## src/logic/pcg_pkg.sv

```systemverilog
package pcg_pkg;
    localparam logic [11:0] PCG_RUN_PORT_OFS = 12'h108;
    localparam logic [11:0] PCG_SLEEP_PORT_OFS = 12'h118;
    localparam logic [11:0] PCG_DEEP_PORT_OFS = 12'h128;
    localparam logic [11:0] PCG_DEEP_PERIPH_OFS = 12'h124;
    localparam logic [11:0] PCG_RUN_PERIPH_OFS = 12'h104;
    localparam logic [11:0] PCG_SLEEP_PERIPH_OFS = 12'h114;
    localparam logic [11:0] PCG_RUN_CONFIG_OFS = 12'h060;
    localparam logic [11:0] PCG_STATUS_OFS = 12'h200;
    localparam logic [31:0] PCG_PORT_MASK = 32'h0000_00ff;
    localparam logic [31:0] PCG_PERIPH_MASK = 32'h0001_0011;
    localparam int PCG_AUTO_GATE_BIT = 27;
    localparam int PCG_TIMER_BIT = 16;
    localparam int PCG_SERIAL_BIT = 4;
    localparam int PCG_UART_BIT = 0;
    localparam logic [31:0] PCG_RESET_VAL = 32'h0000_0000;
    localparam logic [1:0] PCG_RESP_OKAY = 2'h0;
    localparam logic [1:0] PCG_RESP_SLVERR = 2'h2;
    localparam logic [1:0] PCG_MODE_RUN = 2'h0;
    localparam logic [1:0] PCG_MODE_SLEEP = 2'h1;
    localparam logic [1:0] PCG_MODE_DEEP = 2'h2;
endpackage

```

## src/logic/pcg_top.sv

```systemverilog
// Decided for this implementation: the AXI4-Lite interface to the registers.
`timescale 1ns/1ps
module pcg_top (
    input wire logic clk_sys,
    input wire logic rst,
    input wire logic [11:0] s_axi_awaddr,
    input wire logic s_axi_awvalid,
    output logic s_axi_awready,
    input wire logic [31:0] s_axi_wdata,
    input wire logic [3:0] s_axi_wstrb,
    input wire logic s_axi_wvalid,
    output logic s_axi_wready,
    output logic [1:0] s_axi_bresp,
    output logic s_axi_bvalid,
    input wire logic s_axi_bready,
    input wire logic [11:0] s_axi_araddr,
    input wire logic s_axi_arvalid,
    output logic s_axi_arready,
    output logic [31:0] s_axi_rdata,
    output logic [1:0] s_axi_rresp,
    output logic s_axi_rvalid,
    input wire logic s_axi_rready,
    input wire logic [1:0] power_mode,
    input wire logic [10:0] unit_access,
    output logic [10:0] unit_fault,
    output logic [10:0] unit_clock_on
);
    // unit order: bits 7:0 ports a..h, 8 uart, 9 serial, 10 timer
    logic [31:0] run_port_clock_enable_r;
    logic [31:0] sleep_port_clock_enable_r;
    logic [31:0] deepsleep_port_clock_enable_r;
    logic [31:0] run_periph_clock_enable_r;
    logic [31:0] sleep_periph_clock_enable_r;
    logic [31:0] deepsleep_periph_clock_enable_r;
    logic [31:0] run_clock_config_r;
    logic [1:0] mode_s1_r;
    logic [1:0] mode_s2_r;
    logic [10:0] acc_s1_r;
    logic [10:0] acc_s2_r;
    logic [11:0] aw_addr_r;
    logic aw_held_r;
    logic [31:0] w_data_r;
    logic [3:0] w_strb_r;
    logic w_held_r;

    // mode and access strobes come from other logic; synchronise them
    always_ff @(posedge clk_sys) begin
        if (rst) begin
            mode_s1_r <= 2'h0;
            mode_s2_r <= 2'h0;
            acc_s1_r <= 11'h000;
            acc_s2_r <= 11'h000;
        end else begin
            mode_s1_r <= power_mode;
            mode_s2_r <= mode_s1_r;
            acc_s1_r <= unit_access;
            acc_s2_r <= acc_s1_r;
        end
    end

    // select the active gating set
    wire logic auto_gate = run_clock_config_r[pcg_pkg::PCG_AUTO_GATE_BIT];
    wire logic use_sleep = auto_gate &&
        (mode_s2_r == pcg_pkg::PCG_MODE_SLEEP);
    wire logic use_deep = auto_gate &&
        (mode_s2_r == pcg_pkg::PCG_MODE_DEEP);
    // with auto gating clear the run set stays in force in all modes
    wire logic [31:0] port_set = use_deep ? deepsleep_port_clock_enable_r :
        use_sleep ? sleep_port_clock_enable_r :
        run_port_clock_enable_r;
    wire logic [31:0] periph_set = use_deep ?
        deepsleep_periph_clock_enable_r : use_sleep ?
        sleep_periph_clock_enable_r : run_periph_clock_enable_r;
    wire logic [10:0] gate_nxt = {periph_set[pcg_pkg::PCG_TIMER_BIT],
        periph_set[pcg_pkg::PCG_SERIAL_BIT],
        periph_set[pcg_pkg::PCG_UART_BIT], port_set[7:0]};

    // per-unit clock enable and fault, registered
    genvar gi;
    generate
        for (gi = 0; gi < 11; gi++) begin : g_unit
            always_ff @(posedge clk_sys) begin
                if (rst) begin
                    unit_clock_on[gi] <= 1'b0;
                    unit_fault[gi] <= 1'b0;
                end else begin
                    unit_clock_on[gi] <= gate_nxt[gi];
                    // access to a stopped unit is faulted, not passed on
                    unit_fault[gi] <= acc_s2_r[gi] & ~gate_nxt[gi];
                end
            end
        end
    endgenerate

    // write channel: address and data may arrive in either order
    wire logic aw_take = s_axi_awvalid && s_axi_awready;
    wire logic w_take = s_axi_wvalid && s_axi_wready;
    wire logic [11:0] wr_addr = aw_held_r ? aw_addr_r : s_axi_awaddr;
    wire logic [31:0] wr_data = w_held_r ? w_data_r : s_axi_wdata;
    wire logic [3:0] wr_strb = w_held_r ? w_strb_r : s_axi_wstrb;
    wire logic aw_have = aw_held_r || aw_take;
    wire logic w_have = w_held_r || w_take;
    wire logic wr_go = aw_have && w_have && !s_axi_bvalid;
    wire logic [31:0] wmask = {{8{wr_strb[3]}}, {8{wr_strb[2]}},
        {8{wr_strb[1]}}, {8{wr_strb[0]}}};
    wire logic [9:0] wr_word = wr_addr[11:2];
    wire logic wr_run_port = wr_word == pcg_pkg::PCG_RUN_PORT_OFS[11:2];
    wire logic wr_slp_port = wr_word == pcg_pkg::PCG_SLEEP_PORT_OFS[11:2];
    wire logic wr_dp_port = wr_word == pcg_pkg::PCG_DEEP_PORT_OFS[11:2];
    wire logic wr_run_per = wr_word == pcg_pkg::PCG_RUN_PERIPH_OFS[11:2];
    wire logic wr_slp_per = wr_word == pcg_pkg::PCG_SLEEP_PERIPH_OFS[11:2];
    wire logic wr_dp_per = wr_word == pcg_pkg::PCG_DEEP_PERIPH_OFS[11:2];
    wire logic wr_cfg = wr_word == pcg_pkg::PCG_RUN_CONFIG_OFS[11:2];
    wire logic wr_stat = wr_word == pcg_pkg::PCG_STATUS_OFS[11:2];
    wire logic wr_hit = wr_run_port || wr_slp_port || wr_dp_port ||
        wr_run_per || wr_slp_per || wr_dp_per || wr_cfg || wr_stat;
    wire logic [31:0] cfg_mask =
        32'h0000_0001 << pcg_pkg::PCG_AUTO_GATE_BIT;

    function automatic logic [31:0] merge(input logic [31:0] old,
        input logic [31:0] keep);
        merge = ((old & ~wmask) | (wr_data & wmask)) & keep;
    endfunction

    // channel handshakes; each ready drops once its beat is held
    always_ff @(posedge clk_sys) begin
        if (rst) begin
            s_axi_awready <= 1'b0;
            s_axi_wready <= 1'b0;
            aw_held_r <= 1'b0;
            w_held_r <= 1'b0;
            aw_addr_r <= 12'h000;
            w_data_r <= 32'h0000_0000;
            w_strb_r <= 4'h0;
            s_axi_bvalid <= 1'b0;
            s_axi_bresp <= pcg_pkg::PCG_RESP_OKAY;
        end else begin
            s_axi_awready <= !aw_have || wr_go ? !wr_go : 1'b0;
            s_axi_wready <= !w_have || wr_go ? !wr_go : 1'b0;
            if (aw_take) begin
                aw_addr_r <= s_axi_awaddr;
            end
            if (w_take) begin
                w_data_r <= s_axi_wdata;
                w_strb_r <= s_axi_wstrb;
            end
            aw_held_r <= aw_have && !wr_go;
            w_held_r <= w_have && !wr_go;
            if (wr_go) begin
                s_axi_bvalid <= 1'b1;
                s_axi_bresp <= wr_hit ? pcg_pkg::PCG_RESP_OKAY :
                    pcg_pkg::PCG_RESP_SLVERR;
            end else if (s_axi_bready) begin
                s_axi_bvalid <= 1'b0;
                // ready reopens here too, but it is already set again the cycle after the write, while the response still waits
                s_axi_awready <= !aw_have;
                s_axi_wready <= !w_have;
            end
        end
    end

    // register file; only documented enable bits are writable
    always_ff @(posedge clk_sys) begin
        if (rst) begin
            run_port_clock_enable_r <= pcg_pkg::PCG_RESET_VAL;
            sleep_port_clock_enable_r <= pcg_pkg::PCG_RESET_VAL;
            deepsleep_port_clock_enable_r <= pcg_pkg::PCG_RESET_VAL;
            run_periph_clock_enable_r <= pcg_pkg::PCG_RESET_VAL;
            sleep_periph_clock_enable_r <= pcg_pkg::PCG_RESET_VAL;
            deepsleep_periph_clock_enable_r <= pcg_pkg::PCG_RESET_VAL;
            run_clock_config_r <= pcg_pkg::PCG_RESET_VAL;
        end else if (wr_go) begin
            if (wr_run_port) begin
                run_port_clock_enable_r <= merge(run_port_clock_enable_r,
                    pcg_pkg::PCG_PORT_MASK);
            end else if (wr_slp_port) begin
                sleep_port_clock_enable_r <= merge(
                    sleep_port_clock_enable_r, pcg_pkg::PCG_PORT_MASK);
            end else if (wr_dp_port) begin
                deepsleep_port_clock_enable_r <= merge(
                    deepsleep_port_clock_enable_r, pcg_pkg::PCG_PORT_MASK);
            end else if (wr_run_per) begin
                run_periph_clock_enable_r <= merge(
                    run_periph_clock_enable_r, pcg_pkg::PCG_PERIPH_MASK);
            end else if (wr_slp_per) begin
                sleep_periph_clock_enable_r <= merge(
                    sleep_periph_clock_enable_r, pcg_pkg::PCG_PERIPH_MASK);
            end else if (wr_dp_per) begin
                deepsleep_periph_clock_enable_r <= merge(
                    deepsleep_periph_clock_enable_r,
                    pcg_pkg::PCG_PERIPH_MASK);
            end else if (wr_cfg) begin
                run_clock_config_r <= merge(run_clock_config_r, cfg_mask);
            end
        end
    end

    // read decode; reserved bits are never stored so they read zero
    wire logic [9:0] rd_word = s_axi_araddr[11:2];
    wire logic [31:0] status_word = {19'h0_0000, mode_s2_r,
        unit_clock_on}; // live gating state
    wire logic rd_run_port = rd_word == pcg_pkg::PCG_RUN_PORT_OFS[11:2];
    wire logic rd_slp_port = rd_word == pcg_pkg::PCG_SLEEP_PORT_OFS[11:2];
    wire logic rd_dp_port = rd_word == pcg_pkg::PCG_DEEP_PORT_OFS[11:2];
    wire logic rd_run_per = rd_word == pcg_pkg::PCG_RUN_PERIPH_OFS[11:2];
    wire logic rd_slp_per = rd_word == pcg_pkg::PCG_SLEEP_PERIPH_OFS[11:2];
    wire logic rd_dp_per = rd_word == pcg_pkg::PCG_DEEP_PERIPH_OFS[11:2];
    wire logic rd_cfg = rd_word == pcg_pkg::PCG_RUN_CONFIG_OFS[11:2];
    wire logic rd_stat = rd_word == pcg_pkg::PCG_STATUS_OFS[11:2];
    wire logic rd_hit = rd_run_port || rd_slp_port || rd_dp_port ||
        rd_run_per || rd_slp_per || rd_dp_per || rd_cfg || rd_stat;
    wire logic [31:0] rd_val =
        rd_run_port ? run_port_clock_enable_r :
        rd_slp_port ? sleep_port_clock_enable_r :
        rd_dp_port ? deepsleep_port_clock_enable_r :
        rd_run_per ? run_periph_clock_enable_r :
        rd_slp_per ? sleep_periph_clock_enable_r :
        rd_dp_per ? deepsleep_periph_clock_enable_r :
        rd_cfg ? run_clock_config_r :
        rd_stat ? status_word : 32'h0000_0000;
    wire logic ar_take = s_axi_arvalid && s_axi_arready;

    // read channel: one read at a time, arready closed while rvalid
    always_ff @(posedge clk_sys) begin
        if (rst) begin
            s_axi_arready <= 1'b0;
            s_axi_rvalid <= 1'b0;
            s_axi_rdata <= 32'h0000_0000;
            s_axi_rresp <= pcg_pkg::PCG_RESP_OKAY;
        end else if (ar_take) begin
            s_axi_arready <= 1'b0;
            s_axi_rvalid <= 1'b1;
            s_axi_rdata <= rd_val;
            s_axi_rresp <= rd_hit ? pcg_pkg::PCG_RESP_OKAY :
                pcg_pkg::PCG_RESP_SLVERR;
        end else if (s_axi_rvalid) begin
            s_axi_rvalid <= !s_axi_rready;
            s_axi_arready <= s_axi_rready;
        end else begin
            s_axi_arready <= 1'b1;
        end
    end
endmodule // pcg_top

```

## config.mk

```make
export PLATFORM = sky130hd
export DESIGN_NAME = pcg_top
export DESIGN_NICKNAME = d
export VERILOG_FILES = /design/src/logic/pcg_pkg.sv /design/src/logic/pcg_top.sv
export SDC_FILE = /design/constraint.sdc
export NUM_CORES = 1
export LEC_CHECK = 0
export ABC_CLOCK_PERIOD_IN_PS = 2200
export BUFFER_PORTS_ARGS = -buffer_cell sky130_fd_sc_hd__buf_2
export CORE_MARGIN = 1
export CORE_UTILIZATION = 30
export CTS_BUF_LIST = sky130_fd_sc_hd__clkbuf_8
export CTS_CLUSTER_DIAMETER = 50
export DETAILED_ROUTE_END_ITERATION = 12
export PLACE_DENSITY = 0.59
export SLEW_MARGIN = 20
export SYNTH_ARGS = -nofsm -noshare
export SYNTH_HDL_FRONTEND = slang
export SYNTH_SLANG_ARGS = --single-unit
```

## constraint.sdc

```tcl
create_clock -name clk_sys -period 2.2 [get_ports clk_sys]
set_input_delay 0.11 -clock clk_sys [delete_from_list [all_inputs] [get_ports clk_sys]]
set_output_delay 0.11 -clock clk_sys [all_outputs]
set_load 0.02 [all_outputs]
```

==> out/results.md <==
| Quantity | Reported |
|---|---|
| Maximum count of clock buffers along a single path | 2 |
| Clock root buffer master | clkbuf_8 |
| Setup TNS Final | 0 ns |
| Wire length of the first global-routing pass | 22300 µm |
| Hold Path Origin | rst |
| Instance count along the most critical hold path | 2 |
| Number of distinct standard cells referenced by the synthesized netlist | 55 |
| Initial Utilization | 30.6% |
| H-tree depth | 4 |
| Share of cells above drive strength 1 | 22.9% |
| Unrepaired setup endpoints after global routing | no |
| Chip Height | 138 µm |
| Vias in the first global route | 4460 |
| Startpoint type of the worst setup path | primary input |
| Endpoint with the worst hold slack | acc_s1_r[10] |
| Placeable core area | 18000 µm² |
| Port buffer count | 96 |
| Setup-failing EPs final | 0 |
| Data required time of the critical path | 2.52 ns |
| Wire length per cell after detailed routing | 14.1 µm |
| Share of the clock period used by the worst path | 94.6% |
| Leakage power of the design | 2.89 nW |
| Total length of routed wires | 14000 µm |
| Total power consumption of the routed design | 5.23 mW |
| Post-synth EDFFs | 0 |
| Actual transition at the worst max-transition pin | 0.782 ns |
| Area of all placed cells without fillers | 7150 µm² |
| Overflow left after global routing | 0 |
| Total area of multi-input combinational cells | 2710 µm² |
| Number of design-rule violations left by the first detailed-router iteration | 219 |
| Setup slack of the worst register-to-register path | 0.14 ns |
| Result of the run | completed |
| Final ANT Viol Nets | 0 |
| Total of flip-flops plus latches after synthesis | 129 |
| Critical path buffers and inverters | 2 |
| Most frequent cells after synthesis | 129 x dfxtp_1, 70 x nand2_1, 43 x nor2b_1, 43 x o21ai_0, 37 x a21oi_1 |
| Sequential Area | 2580 µm² |
| Clock skew after layout | 0.0109 ns |
| P&R area growth vs syn | 29.6% |
| Arrival time at the worst endpoint | 2.40 ns |
| X dimension of the die | 138 µm |
| Post-route DRC violation count | 0 |
| Pin count of the biggest net entering global routing | 41 |
| Placed cell areas | 6300 µm² |
| Worst Hold Class | in2reg |
| Via count | 4672 |
| Number of antenna violations at the first check in global routing | 0 |
| Tightest hold margin | 0.0785 ns |
| Kind of end point of the critical path | flip-flop |
| Post-synthesis cell type with the largest combined area | dfxtp_1 |
| Most frequently used flop master after synthesis | dfxtp_1 |
| Netlist area before placement | 5520 µm² |
| Max Transition Viols Final | 0 |
| Detailed placement HPWL | 9850 µm |
| Fmax | 481 MHz |
| Total routing resource utilization after global routing | 15.5% |
| Crit path largest cell delay | 0.55 ns |
| Hold Fails Final Rpt | 0 |
| Clock net sink count | 129 |
| TritonCTS clock tree | yes |
| Portion of synthesized cell area occupied by the leading cell type | 46.8% |
| Slew HR | 47.8% |
| Worst R2R Path Depth | 5 |
| Vias per cell | 4.70 |
| Ports placed on the boundary | 143 |
| Number of max-capacitance violations reported | 0 |
| Synth warnings | 0 |
| Critical path class | in2reg |
| Antenna cells | 0 |
| CTS clock-pin slew for the worst setup and hold paths | 0.08 ns |
| Portion of the post-synthesis area used by sequential elements | 46.8% |
| Source-to-sink clock delay at the later pin of the worst-skew pair | 0.44 ns |
| Total power divided by cell area | 731 nW/µm² |
| Net count of the finished layout | 831 |
| TritonRoute pass-1 iters | 5 |
| Post-Synthesis Cells | 610 |
| Post-CTS Repair Setup Buffers | 0 |
| Standard cell with the maximum stage delay on the critical path | or4_4 |
| Minimum clock period after layout | 2.08 ns |
| Last weighted congestion value of the routability-driven placer | 0.840 |
| Maximum vdd ir drop | 0.392 mV |
| Most repeated cell in the gate-level netlist after synthesis | dfxtp_1 |
| Fraction of synthesis flops using an asynchronous set or reset pin | 0% |
| Core Rows | 49 |
| Startpoint of the lowest-slack register-to-register path | aw_held_r |
| Synthesized area divided by synthesized cell count | 9.05 µm² |
| FILL cells | 1883 |
| Cells traversed along the worst timing path | dlygate4sd3_1 -> buf_2 -> or4_4 -> a2111oi_4 -> o21ai_2 -> or3_4 -> mux2i_1 |
| Largest fanout of any net on the critical path | 4 |
| Largest cells by area after synthesis | dfxtp_1 47%, nor2b_1 4.9%, nand2_1 4.8% |
| Overall die area | 18900 µm² |
| Number of buffers inserted during clock tree synthesis | 17 |
| Top delay family on crit path | simple AND/OR/NAND/NOR gates |
[per-stage QoR]
| step | cells | setup WS [ns] | utilization, % |
|---|---|---|---|
| final | 993 | 0.119 | 39.7 |
| after global routing | 993 | 0.0237 | 39.7 |
| after CTS | 993 | 0.0489 | 39.7 |
| after detailed placement | 922 | 0.0525 | 35.0 |
| after global placement | 922 | 0.107 | 35.0 |
| after floorplan | 628 | 0.251 | - |
[report_power, final]
group | internal [mW] | switching, mW | leakage [nW]
Clock | 1.32 | 0.987 | 0.224
Sequential | 2.39 | 0.0318 | 1.05
Combinational | 0.214 | 0.281 | 1.61
Total | 3.92 | 1.30 | 2.89
[cell families after synthesis]
logic type | Yosys count | share of synthesized area, %
and+or+nand+nor | 247 | 25.9
AOI/OAI and AO/OA | 153 | 18.2
DFF | 129 | 46.8
buffers and inverters | 59 | 5.31
muxes | 19 | 3.49
xor gates and xnor gates | 2 | 0.318
other | 1 | 0.0680
[final cells by class]
cell class / instances / area share (%)
multi-input cells: 440 / 37.9
inverters: 5 / 0.262
well taps: 229 / 4.01
repair buffers: 158 / 15.3
flip-flops and latches: 129 / 36.1
clock buffers: 19 / 3.66
clock inverters: 13 / 2.75
[cells in the final DEF (no fill, tap or decap), drive strengths merged, types with 10 or more instances in the layout]
master	n
a21o	12
a21oi	37
a22o	17
buf	119
clkbuf	19
conb	19
dfxtp	129
dlygate4sd3	39
inv	10
mux2i	17
nand2	70
nand2b	14
nand3b	27
nor2	25
nor2b	43
nor3b	18
o21ai	44
or2	10
[layer usage]
metal / GRT usage (%) / vias to the layer above / wire, µm
li1: - / 2405 / -
met1: 18.8 / 2165 / 6380
met2: 26.5 / 87 / 6910
met3: 3.61 / 15 / 499
met4: 5.49 / 0 / 168
met5: 0 / - / 0
[how the worst max path moves through the flow]
stage,start,end,slack (ns),cells past startpoint
floorplan,aw_held_r,flip-flop,0.25,7
global placement,aw_held_r,flip-flop,0.11,5
detailed placement,aw_held_r,flip-flop,0.05,5
CTS,aw_held_r,flip-flop,0.05,5
global route,aw_held_r,flip-flop,0.02,7
finish,s_axi_awaddr[11],flip-flop,0.12,7
[what timing repair did]
action	4_1_cts	5_1_grt
resized for setup	0	1
endpoints found under the setup margin	0	20
hold buffers	39	0
hold endpoints to repair	40	0
(Power assumes the default switching activity.)
